--- config.mk ---
export PLATFORM = sky130hd
export DESIGN_NAME = pbm_top
export DESIGN_NICKNAME = d
export VERILOG_FILES = /design/src/hdl/pbm_pkg.sv /design/src/hdl/pbm_stream_if.sv /design/src/hdl/pbm_pair_buf.sv /design/src/hdl/pbm_top.sv
export VERILOG_INCLUDE_DIRS = /design/src /design/src/hdl
export SDC_FILE = /design/constraint.sdc
export NUM_CORES = 2
export LEC_CHECK = 0
export BUFFER_PORTS_ARGS = -buffer_cell sky130_fd_sc_hd__buf_2
export CORE_MARGIN = 8
export CORE_UTILIZATION = 50
export CTS_BUF_LIST = sky130_fd_sc_hd__clkbuf_8 sky130_fd_sc_hd__clkbuf_16
export DETAILED_ROUTE_END_ITERATION = 8
export GPL_TIMING_DRIVEN = 0
export PLACE_DENSITY = 0.66
export SLEW_MARGIN = 20
export SYNTH_ARGS = -nofsm -noshare
export SYNTH_HDL_FRONTEND = slang
export SYNTH_HIERARCHICAL = 1
export SYNTH_SLANG_ARGS = --single-unit
--- constraint.sdc ---
create_clock -name sys_clk_i -period 74.5 [get_ports sys_clk_i]
set_input_delay 11.175 -clock sys_clk_i [delete_from_list [all_inputs] [get_ports sys_clk_i]]
set_output_delay 11.175 -clock sys_clk_i [all_outputs]
set_load 0.03 [all_outputs]
--- src/hdl/pbm_map.svh ---
// Constants for the burst output gate and byte write mask block.
`ifndef PBM_MAP_SVH
`define PBM_MAP_SVH

`define PBM_WORD_W     32
`define PBM_ADDR_W     22
`define PBM_LANE_W     8
`define PBM_LANES      4
`define PBM_BURST_LEN  8
`define PBM_BEAT_W     3
`define PBM_READ_LAT   4
`define PBM_WRITE_LAT  3
`define PBM_CNT_W      4
`define PBM_WORD_RST   32'h0000_0000
`define PBM_ADDR_RST   22'h00_0000

`endif

--- src/hdl/pbm_pkg.sv ---
// Types shared by the burst output gate and byte write mask block.
`default_nettype none
`include "pbm_map.svh"

package pbm_pkg;

  typedef enum logic [1:0] {
    PBM_IDLE,
    PBM_WAIT,
    PBM_READ,
    PBM_WRITE
  } pbm_state_type;

  typedef logic [`PBM_WORD_W-1:0] pbm_word_type;
  typedef logic [`PBM_LANES-1:0]  pbm_mask_type;
  typedef logic [`PBM_ADDR_W-1:0] pbm_addr_type;

endpackage : pbm_pkg

`default_nettype wire

--- src/hdl/pbm_stream_if.sv ---
// Valid/ready word stream between the fetch stage, buffer and output stage.
`timescale 1ns/1ps
`default_nettype none

interface pbm_stream_if #(parameter int WIDTH = 32);
  logic             valid;
  logic             ready;
  logic [WIDTH-1:0] data;

  modport src (output valid, output data, input ready);
  modport snk (input valid, input data, output ready);
endinterface : pbm_stream_if

`default_nettype wire

--- src/hdl/pbm_pair_buf.sv ---
// Two-entry buffer with valid and ready on both sides.
`timescale 1ns/1ps
`default_nettype none

module pbm_pair_buf #(
  parameter int WIDTH = 32
) (
  input  wire logic   sys_clk_i,
  input  wire logic   rst_i,
  pbm_stream_if.snk   fill,
  pbm_stream_if.src   drain
);

  logic [WIDTH-1:0] slot_ff [2];
  logic             rd_ptr_ff;
  logic             wr_ptr_ff;
  logic [1:0]       count_ff;
  wire              push;
  wire              pop;

  assign push        = fill.valid & fill.ready;
  assign pop         = drain.valid & drain.ready;
  assign fill.ready  = (count_ff != 2'h2);
  assign drain.valid = (count_ff != 2'h0);
  assign drain.data  = slot_ff[rd_ptr_ff];

  always_ff @(posedge sys_clk_i or posedge rst_i) begin
    if (rst_i) begin
      slot_ff[0] <= '0;
      slot_ff[1] <= '0;
      rd_ptr_ff  <= 1'b0;
      wr_ptr_ff  <= 1'b0;
      count_ff   <= 2'h0;
    end else begin
      if (push) begin
        slot_ff[wr_ptr_ff] <= fill.data;
        wr_ptr_ff          <= ~wr_ptr_ff;
      end
      if (pop) begin
        rd_ptr_ff <= ~rd_ptr_ff;
      end
      count_ff <= count_ff + {1'b0, push} - {1'b0, pop};
    end
  end

endmodule : pbm_pair_buf

`default_nettype wire

--- src/hdl/pbm_top.sv ---
// Burst read output gating and byte-masked burst writes of a small RAM.
`timescale 1ns/1ps
`default_nettype none
`include "pbm_map.svh"

module pbm_top #(
  parameter int MEM_AW    = 5,
  parameter int READ_LAT  = `PBM_READ_LAT,
  parameter int WRITE_LAT = `PBM_WRITE_LAT
) (
  input  wire logic              sys_clk_i,
  input  wire logic              rst_i,
  input  wire logic              chip_select_n_i,
  input  wire logic              addr_valid_n_i,
  input  wire logic              write_sel_n_i,
  input  wire logic              out_enable_n_i,
  input  wire pbm_pkg::pbm_mask_type byte_write_mask_i,
  input  wire pbm_pkg::pbm_word_type dq_i,
  output var  pbm_pkg::pbm_word_type dq_o,
  output var  logic              dq_oe_o,
  output var  logic              burst_busy_o
);
  import pbm_pkg::*;

  localparam int DEPTH = 1 << MEM_AW;

  // Two-flop synchronisers for all pin inputs.
  logic         cs_n_m_ff, cs_n_s_ff;
  logic         vld_n_m_ff, vld_n_s_ff;
  logic         we_n_m_ff, we_n_s_ff;
  logic         oe_n_m_ff, oe_n_s_ff;
  pbm_mask_type mask_m_ff, mask_s_ff;
  pbm_word_type dq_m_ff, dq_s_ff;

  always_ff @(posedge sys_clk_i or posedge rst_i) begin
    if (rst_i) begin
      cs_n_m_ff  <= 1'b1;
      cs_n_s_ff  <= 1'b1;
      vld_n_m_ff <= 1'b1;
      vld_n_s_ff <= 1'b1;
      we_n_m_ff  <= 1'b1;
      we_n_s_ff  <= 1'b1;
      oe_n_m_ff  <= 1'b1;
      oe_n_s_ff  <= 1'b1;
      mask_m_ff  <= 4'hF;
      mask_s_ff  <= 4'hF;
      dq_m_ff    <= `PBM_WORD_RST;
      dq_s_ff    <= `PBM_WORD_RST;
    end else begin
      cs_n_m_ff  <= chip_select_n_i;
      cs_n_s_ff  <= cs_n_m_ff;
      vld_n_m_ff <= addr_valid_n_i;
      vld_n_s_ff <= vld_n_m_ff;
      we_n_m_ff  <= write_sel_n_i;
      we_n_s_ff  <= we_n_m_ff;
      oe_n_m_ff  <= out_enable_n_i;
      oe_n_s_ff  <= oe_n_m_ff;
      mask_m_ff  <= byte_write_mask_i;
      mask_s_ff  <= mask_m_ff;
      dq_m_ff    <= dq_i;
      dq_s_ff    <= dq_m_ff;
    end
  end

  // Keeps a masked lane's old byte and takes the new byte elsewhere.
  function automatic pbm_word_type lane_merge(
    input pbm_word_type old_w,
    input pbm_word_type new_w,
    input pbm_mask_type mask
  );
    pbm_word_type res;
    res = old_w;
    for (int i = 0; i < `PBM_LANES; i++) begin
      if (!mask[i]) begin
        res[i*`PBM_LANE_W +: `PBM_LANE_W] =
          new_w[i*`PBM_LANE_W +: `PBM_LANE_W];
      end
    end
    return res;
  endfunction : lane_merge

  // Control state.
  pbm_state_type              state_ff, nxt_state;
  logic                       vld_seen_ff;
  logic                       is_write_ff;
  pbm_addr_type               addr_ff;
  logic [`PBM_CNT_W-1:0]      wait_cnt_ff, nxt_wait_cnt;
  logic [`PBM_BEAT_W-1:0]     beat_ff, nxt_beat;
  logic [`PBM_BEAT_W:0]       done_ff, nxt_done;
  pbm_word_type               mem_ff [DEPTH];
  pbm_word_type               dq_out_ff;
  logic                       dq_oe_ff;
  logic                       busy_ff;

  pbm_stream_if #(.WIDTH(`PBM_WORD_W)) fetch_s ();
  pbm_stream_if #(.WIDTH(`PBM_WORD_W)) out_s ();

  wire               sel_act;
  wire               capture;
  wire [MEM_AW-1:0]  mem_idx;
  wire               in_read;
  wire               in_write;
  wire               last_beat;
  wire               fetch_go;
  wire               mem_we;
  wire pbm_word_type mem_old;
  wire               pop;

  assign sel_act  = ~cs_n_s_ff;
  // First edge with valid and select low, once per valid pulse.
  assign capture  = sel_act & ~vld_n_s_ff & ~vld_seen_ff;
  // Linear burst wraps within the eight-word group.
  assign mem_idx  = {addr_ff[MEM_AW-1:`PBM_BEAT_W],
                     addr_ff[`PBM_BEAT_W-1:0] + beat_ff};
  assign in_read  = (state_ff == PBM_READ);
  assign in_write = (state_ff == PBM_WRITE);
  assign mem_old  = mem_ff[mem_idx];
  // A full buffer stalls the fetch without losing a beat.
  assign fetch_go = in_read & fetch_s.ready;
  assign mem_we   = in_write & sel_act;
  assign last_beat = (done_ff == 4'(`PBM_BURST_LEN - 1));
  assign fetch_s.valid = fetch_go;
  assign fetch_s.data  = mem_old;
  assign out_s.ready   = 1'b1;
  assign pop           = out_s.valid & out_s.ready;

  pbm_pair_buf #(.WIDTH(`PBM_WORD_W)) u_buf (
    .sys_clk_i (sys_clk_i),
    .rst_i     (rst_i),
    .fill      (fetch_s),
    .drain     (out_s)
  );

  always_comb begin
    nxt_state    = state_ff;
    nxt_wait_cnt = wait_cnt_ff;
    nxt_beat     = beat_ff;
    nxt_done     = done_ff;
    case (state_ff)
      PBM_IDLE: begin
      end
      PBM_WAIT: begin
        if (wait_cnt_ff == '0) begin
          nxt_state = is_write_ff ? PBM_WRITE : PBM_READ;
          nxt_beat  = '0;
          nxt_done  = '0;
        end else begin
          nxt_wait_cnt = wait_cnt_ff - 1'b1;
        end
      end
      PBM_READ, PBM_WRITE: begin
        if (fetch_go || mem_we) begin
          nxt_beat = beat_ff + 1'b1;
          nxt_done = done_ff + 1'b1;
          if (last_beat) begin
            nxt_state = PBM_IDLE;
          end
        end
      end
      default: begin
        nxt_state = PBM_IDLE;
      end
    endcase
    if (!sel_act) begin
      nxt_state = PBM_IDLE;
    end
    if (capture) begin
      nxt_state    = PBM_WAIT;
      nxt_wait_cnt = is_write_cmd(we_n_s_ff);
    end
  end

  // Latency is picked from the command sampled at capture.
  function automatic logic [`PBM_CNT_W-1:0] is_write_cmd(input logic we_n);
    return we_n ? `PBM_CNT_W'(READ_LAT - 1) : `PBM_CNT_W'(WRITE_LAT - 1);
  endfunction : is_write_cmd

  always_ff @(posedge sys_clk_i or posedge rst_i) begin
    if (rst_i) begin
      state_ff    <= PBM_IDLE;
      wait_cnt_ff <= '0;
      beat_ff     <= '0;
      done_ff     <= '0;
      busy_ff     <= 1'b0;
    end else begin
      state_ff    <= nxt_state;
      wait_cnt_ff <= nxt_wait_cnt;
      beat_ff     <= nxt_beat;
      done_ff     <= nxt_done;
      busy_ff     <= (nxt_state != PBM_IDLE);
    end
  end

  // Command and address capture.
  always_ff @(posedge sys_clk_i or posedge rst_i) begin
    if (rst_i) begin
      vld_seen_ff <= 1'b0;
      is_write_ff <= 1'b0;
      addr_ff     <= `PBM_ADDR_RST;
    end else begin
      vld_seen_ff <= sel_act & ~vld_n_s_ff;
      if (capture) begin
        addr_ff     <= dq_s_ff[`PBM_ADDR_W-1:0];
        is_write_ff <= ~we_n_s_ff;
      end
    end
  end

  // Masked write: data and masks come from the same sampled edge.
  always_ff @(posedge sys_clk_i or posedge rst_i) begin
    if (rst_i) begin
      for (int i = 0; i < DEPTH; i++) begin
        mem_ff[i] <= `PBM_WORD_RST;
      end
    end else if (mem_we) begin
      mem_ff[mem_idx] <= lane_merge(mem_old, dq_s_ff,
                                    mask_s_ff);
    end
  end

  // Output stage: enable sampled at the launching edge decides the drive.
  always_ff @(posedge sys_clk_i or posedge rst_i) begin
    if (rst_i) begin
      dq_out_ff <= `PBM_WORD_RST;
      dq_oe_ff  <= 1'b0;
    end else begin
      dq_oe_ff <= pop & ~oe_n_s_ff & sel_act;
      if (pop && !oe_n_s_ff) begin
        dq_out_ff <= out_s.data;
      end
    end
  end

  assign dq_o         = dq_out_ff;
  assign dq_oe_o      = dq_oe_ff;
  assign burst_busy_o = busy_ff;

  oe_gate_a : assert property (
    @(posedge sys_clk_i) disable iff (rst_i)
    (pop && oe_n_s_ff) |=> (!dq_oe_o && $stable(dq_o)))
    else $error("word driven while output enable was high");

  oe_drive_a : assert property (
    @(posedge sys_clk_i) disable iff (rst_i)
    (pop && !oe_n_s_ff && sel_act) |=>
      (dq_oe_o && dq_o == $past(out_s.data)))
    else $error("scheduled read word not driven");

  oe_release_a : assert property (
    @(posedge sys_clk_i) disable iff (rst_i)
    (dq_oe_o && pop && oe_n_s_ff) |-> ##1 !dq_oe_o)
    else $error("due word driven after enable removal");

  oe_sample_a : assert property (
    @(posedge sys_clk_i) disable iff (rst_i)
    dq_oe_o |-> ($past(pop) && !$past(oe_n_s_ff)))
    else $error("drive not tied to sampled enable");

  read_nomask_a : assert property (
    @(posedge sys_clk_i) disable iff (rst_i)
    in_read |-> !mem_we)
    else $error("memory written during burst read");

  read_keep_a : assert property (
    @(posedge sys_clk_i) disable iff (rst_i)
    in_read |=> (mem_ff[$past(mem_idx)] == $past(mem_old)))
    else $error("memory word changed during burst read");

  lane_zero_a : assert property (
    @(posedge sys_clk_i) disable iff (rst_i)
    mem_we |=> (mem_ff[$past(mem_idx)][7:0] == ($past(mask_s_ff[0]) ?
      $past(mem_old[7:0]) : $past(dq_s_ff[7:0]))))
    else $error("lane 0 write does not follow its mask");

  lane_mid_a : assert property (
    @(posedge sys_clk_i) disable iff (rst_i)
    mem_we |=> (mem_ff[$past(mem_idx)][23:16] == ($past(mask_s_ff[2]) ?
      $past(mem_old[23:16]) : $past(dq_s_ff[23:16]))))
    else $error("lane 2 write does not follow its mask");

  lane_top_a : assert property (
    @(posedge sys_clk_i) disable iff (rst_i)
    mem_we |=> (mem_ff[$past(mem_idx)][31:24] == ($past(mask_s_ff[3]) ?
      $past(mem_old[31:24]) : $past(dq_s_ff[31:24]))))
    else $error("lane 3 write does not follow its mask");

  all_mask_a : assert property (
    @(posedge sys_clk_i) disable iff (rst_i)
    (mem_we && mask_s_ff == 4'hF) |=>
      (mem_ff[$past(mem_idx)] == $past(mem_old)))
    else $error("fully masked write changed the word");

  addr_cap_a : assert property (
    @(posedge sys_clk_i) disable iff (rst_i)
    capture |=> (addr_ff == $past(dq_s_ff[21:0]) && state_ff == PBM_WAIT))
    else $error("address not captured on first valid edge");

  cmd_hold_a : assert property (
    @(posedge sys_clk_i) disable iff (rst_i)
    (!capture && state_ff != PBM_IDLE) |=> $stable(is_write_ff))
    else $error("command changed after capture");

  cmd_route_a : assert property (
    @(posedge sys_clk_i) disable iff (rst_i)
    (state_ff == PBM_WAIT && wait_cnt_ff == '0 && sel_act && !capture) |=>
      (is_write_ff ? in_write : in_read))
    else $error("burst kind does not follow captured command");

endmodule : pbm_top

`default_nettype wire

==> results.toml <==
[outcome]
status = "finished clean"

[global_routing]
grt_antenna_before_repair = 5
grt_pass1_vias = 44698
grt-ovfl-total = 0
grt_max_degree = 106
grt_pass1_wl_um = 305000
grt_use_total_pct = 32.4

[drt]
avgViaCountPerCell = 6.99
dr.pass1.iters = 6
ant_nets = 0
wl_per_cell_um = 31.9
vias = 45444
drt_iter0_markers = 6949
drt-total-wl_um = 207000
drc = 0

[power_and_ir_drop]
p_per_area_nw_per_um2 = 26.8
finalPower_mw = 1.73
p_comb_share_pct = 19.1
sw_frac_of_total_pct = 30.6
irDropWorstVdd_v = 0.0000214
seqPwrFrac_pct = 39.8
power.internal_mw = 1.20
netSwitchingPower_mw = 0.528
p_leak_nw = 29.2
power_frac_clock_pct = 41.2

[logic_synthesis]
yosysSeqAreaShare_pct = 53.7
synth_top_area_cell = "dfrtp_1"
ys_warn_count = 6
synth.distinct_cells = 51
ys.flop_type = "dfrtp_1"
synthArstFlopShare_pct = 100
synth_area_leaders = "dfrtp_1 53%, a221o_1 18%, mux4_2 10%, nor2_1 7.6%, clkbuf_1 2.1%"
synth-edff-count = 0
synth_area_um2 = 57100
postSynthNetCount = 4697
netlist.area_leader.share_pct = 53.0
postSynthCellCount = 4648
synth-seq-cells = 1226
synth.avg_cell_area_um2 = 12.3

[sta]
slew_headroom_pct = 11.9
max_freq_mhz = 73.4
fin_crit_sh_pct = 18.3
hold_viol = 0
drv_slew = 0
setup_viol = 0
final.setup_skew_ps = 27.0
tightest_slew_ps = 1320
rsz0062_at_grt = "false"
fin_crit_ps = 13620
tns_ps = 0

[finish]
final_common_cell = "dfrtp_1"
area_delta_synth_final_pct = 12.9
nets = 4925
final_cell_area_um2 = 64500
drive_gt1_share_pct = 18.3
nFillCells = 9397
stdcell_count = 6497
regArea_um2 = 30700
multi_input_area_um2 = 24200
final_cell_mix = "1,210 x dfrtp_1, 1,164 x nor2_1, 1,024 x a221o_1"

[cts]
cts_tree = "yes"
ctsRootBufferMaster = "clkbuf_16"
htree_levels = 4
cts_hold_buf = 0
clock_latency_ps = 770
cts.repair.resized = 0
cts.reportedPaths.clkPinSlew_ps = 60
cts_made_buffers = 137
cts.sinks = 1226
cts_setup_buffers = 0
clock_path_buffers = 3

[setup_path]
path_max_fanout = 100
r2r_setup_slack_ps = 69520
crit_required_ps = 75410
start_kind = "primary input"
crit_type = "in2async"
cp-end-kind = "asynchronous set/reset pin"
critPathArrivalTime_ps = 14520

[floorplanning]
die_area_um2 = 125000
row_count = 124
start_util_pct = 50.2
ios = 76
core_area_um2 = 114000
die_w_um = 354
die_h_um = 354

[placed_design]
place_area_um2 = 59800
post-place-cells = 6249
io_buffers = 75
globalplace.congestion = 0.964
dpl.hpwl_um = 154000

[hold_path]
min_path_type = "reg2reg"

[flow_run]
cap_violations = 0
[final cells by class]
type,count,area share (%)
Antenna cell,3,0.0116
Buffer,502,3.43
Clock buffer,181,6.36
Clock inverter,64,0.940
Inverter,11,0.0795
Multi-Input combinational cell,2909,37.5
Sequential cell,1226,47.6
Tap cell,1512,2.93
Timing Repair Buffer,89,1.18
[cells in the mapped netlist, types with 2 or more instances]
| cell type | instances |
|---|---|
| buf_12 | 3 |
| a21oi_1 | 4 |
| ha_1 | 6 |
| mux2_2 | 100 |
| dfrtp_1 | 1210 |
| a221o_1 | 1024 |
| a22o_1 | 2 |
| nand2_1 | 73 |
| nand4_1 | 33 |
| nor2_4 | 3 |
| nor3_4 | 2 |
| buf_6 | 4 |
| nor2_1 | 1164 |
| nand2b_1 | 37 |
| buf_4 | 11 |
| xor2_1 | 5 |
| nor2_2 | 3 |
| mux2_4 | 30 |
| nand2_2 | 3 |
| nor3_1 | 4 |
| dfstp_2 | 16 |
| inv_1 | 11 |
| mux4_2 | 256 |
| buf_2 | 159 |
| buf_1 | 12 |
| nor2b_1 | 4 |
| a22oi_1 | 128 |
| clkbuf_1 | 313 |
| xnor2_1 | 5 |
| nand3_1 | 2 |
[cells by family (layout without fill, tap and decap cells)]
group	after synthesis	in the layout	synth area share [%]
compound gates	1162	1162	19.7
xor+xnor	12	12	0.239
fa+ha+maj	7	7	0.166
buf+inv	513	847	3.93
flops	1226	1226	53.7
mux	386	386	12.8
other cells	1	4	0.00656
simple gates	1341	1341	9.36
[critical path, stage by stage]
cell	delay, ps
buf_2	150
inv_8	250
buf_16	320
buf_16	330
buf_16	390
buf_16	410
buf_16	420
buf_16	410
buf_16	330
[worst paths after layout]
kind	depth (start not counted)	start	end
setup / recovery	9	rst_i	mem_ff[284]
hold / removal	0	dq_m_ff[29]	dq_s_ff[29]
setup reg to reg	12	beat_ff[0]	mem_ff[1007]
hold reg to reg	0	dq_m_ff[29]	dq_s_ff[29]
max in group sys_clk_i	1	dq_o[9]	dq_o[9]
min in group asynchronous	2	rst_i	u_buf/slot_ff[0]
[flip-flops by register name, indices dropped and copies added (netlist names), 2 cells and up]
signal,cells
dq_o,32
dq_s_ff,32
state_ff,2
mask_m_ff,4
done_ff,4
u_buf/slot_ff,64
mask_s_ff,4
wait_cnt_ff,4
u_buf/count_ff,2
addr_ff,5
beat_ff,3
dq_m_ff,32
mem_ff,1024
[per-stage QoR]
| stage | worst slack [ps] | hold slack [ps] | utilization, % |
|---|---|---|---|
| finish | 60880 | 344 | 56.7 |
| global route | 60410 | 352 | 56.7 |
| CTS | 60730 | 346 | 56.7 |
| detailed placement | 59930 | 335 | 52.5 |
| global placement | 17590 | 333 | 52.2 |
| floorplan | 30740 | 331 | - |
[per-layer routing]
layer	track usage (%)	wire length (µm)
met1	44.7	81400
met3	9.20	24200
met4	15.2	10500
met2	47.5	91300
met5	0	10
[power groups by stage]
stage | clock (mW) | combinational, mW | sequential, mW
floorplan | 0 | 0.187 | 0.697
global placement | 0 | 0.318 | 0.700
detailed placement | 0 | 0.323 | 0.698
CTS | 0.714 | 0.323 | 0.686
global route | 0.739 | 0.335 | 0.687
finish | 0.711 | 0.329 | 0.686
Power figures use the tool's default switching activity.
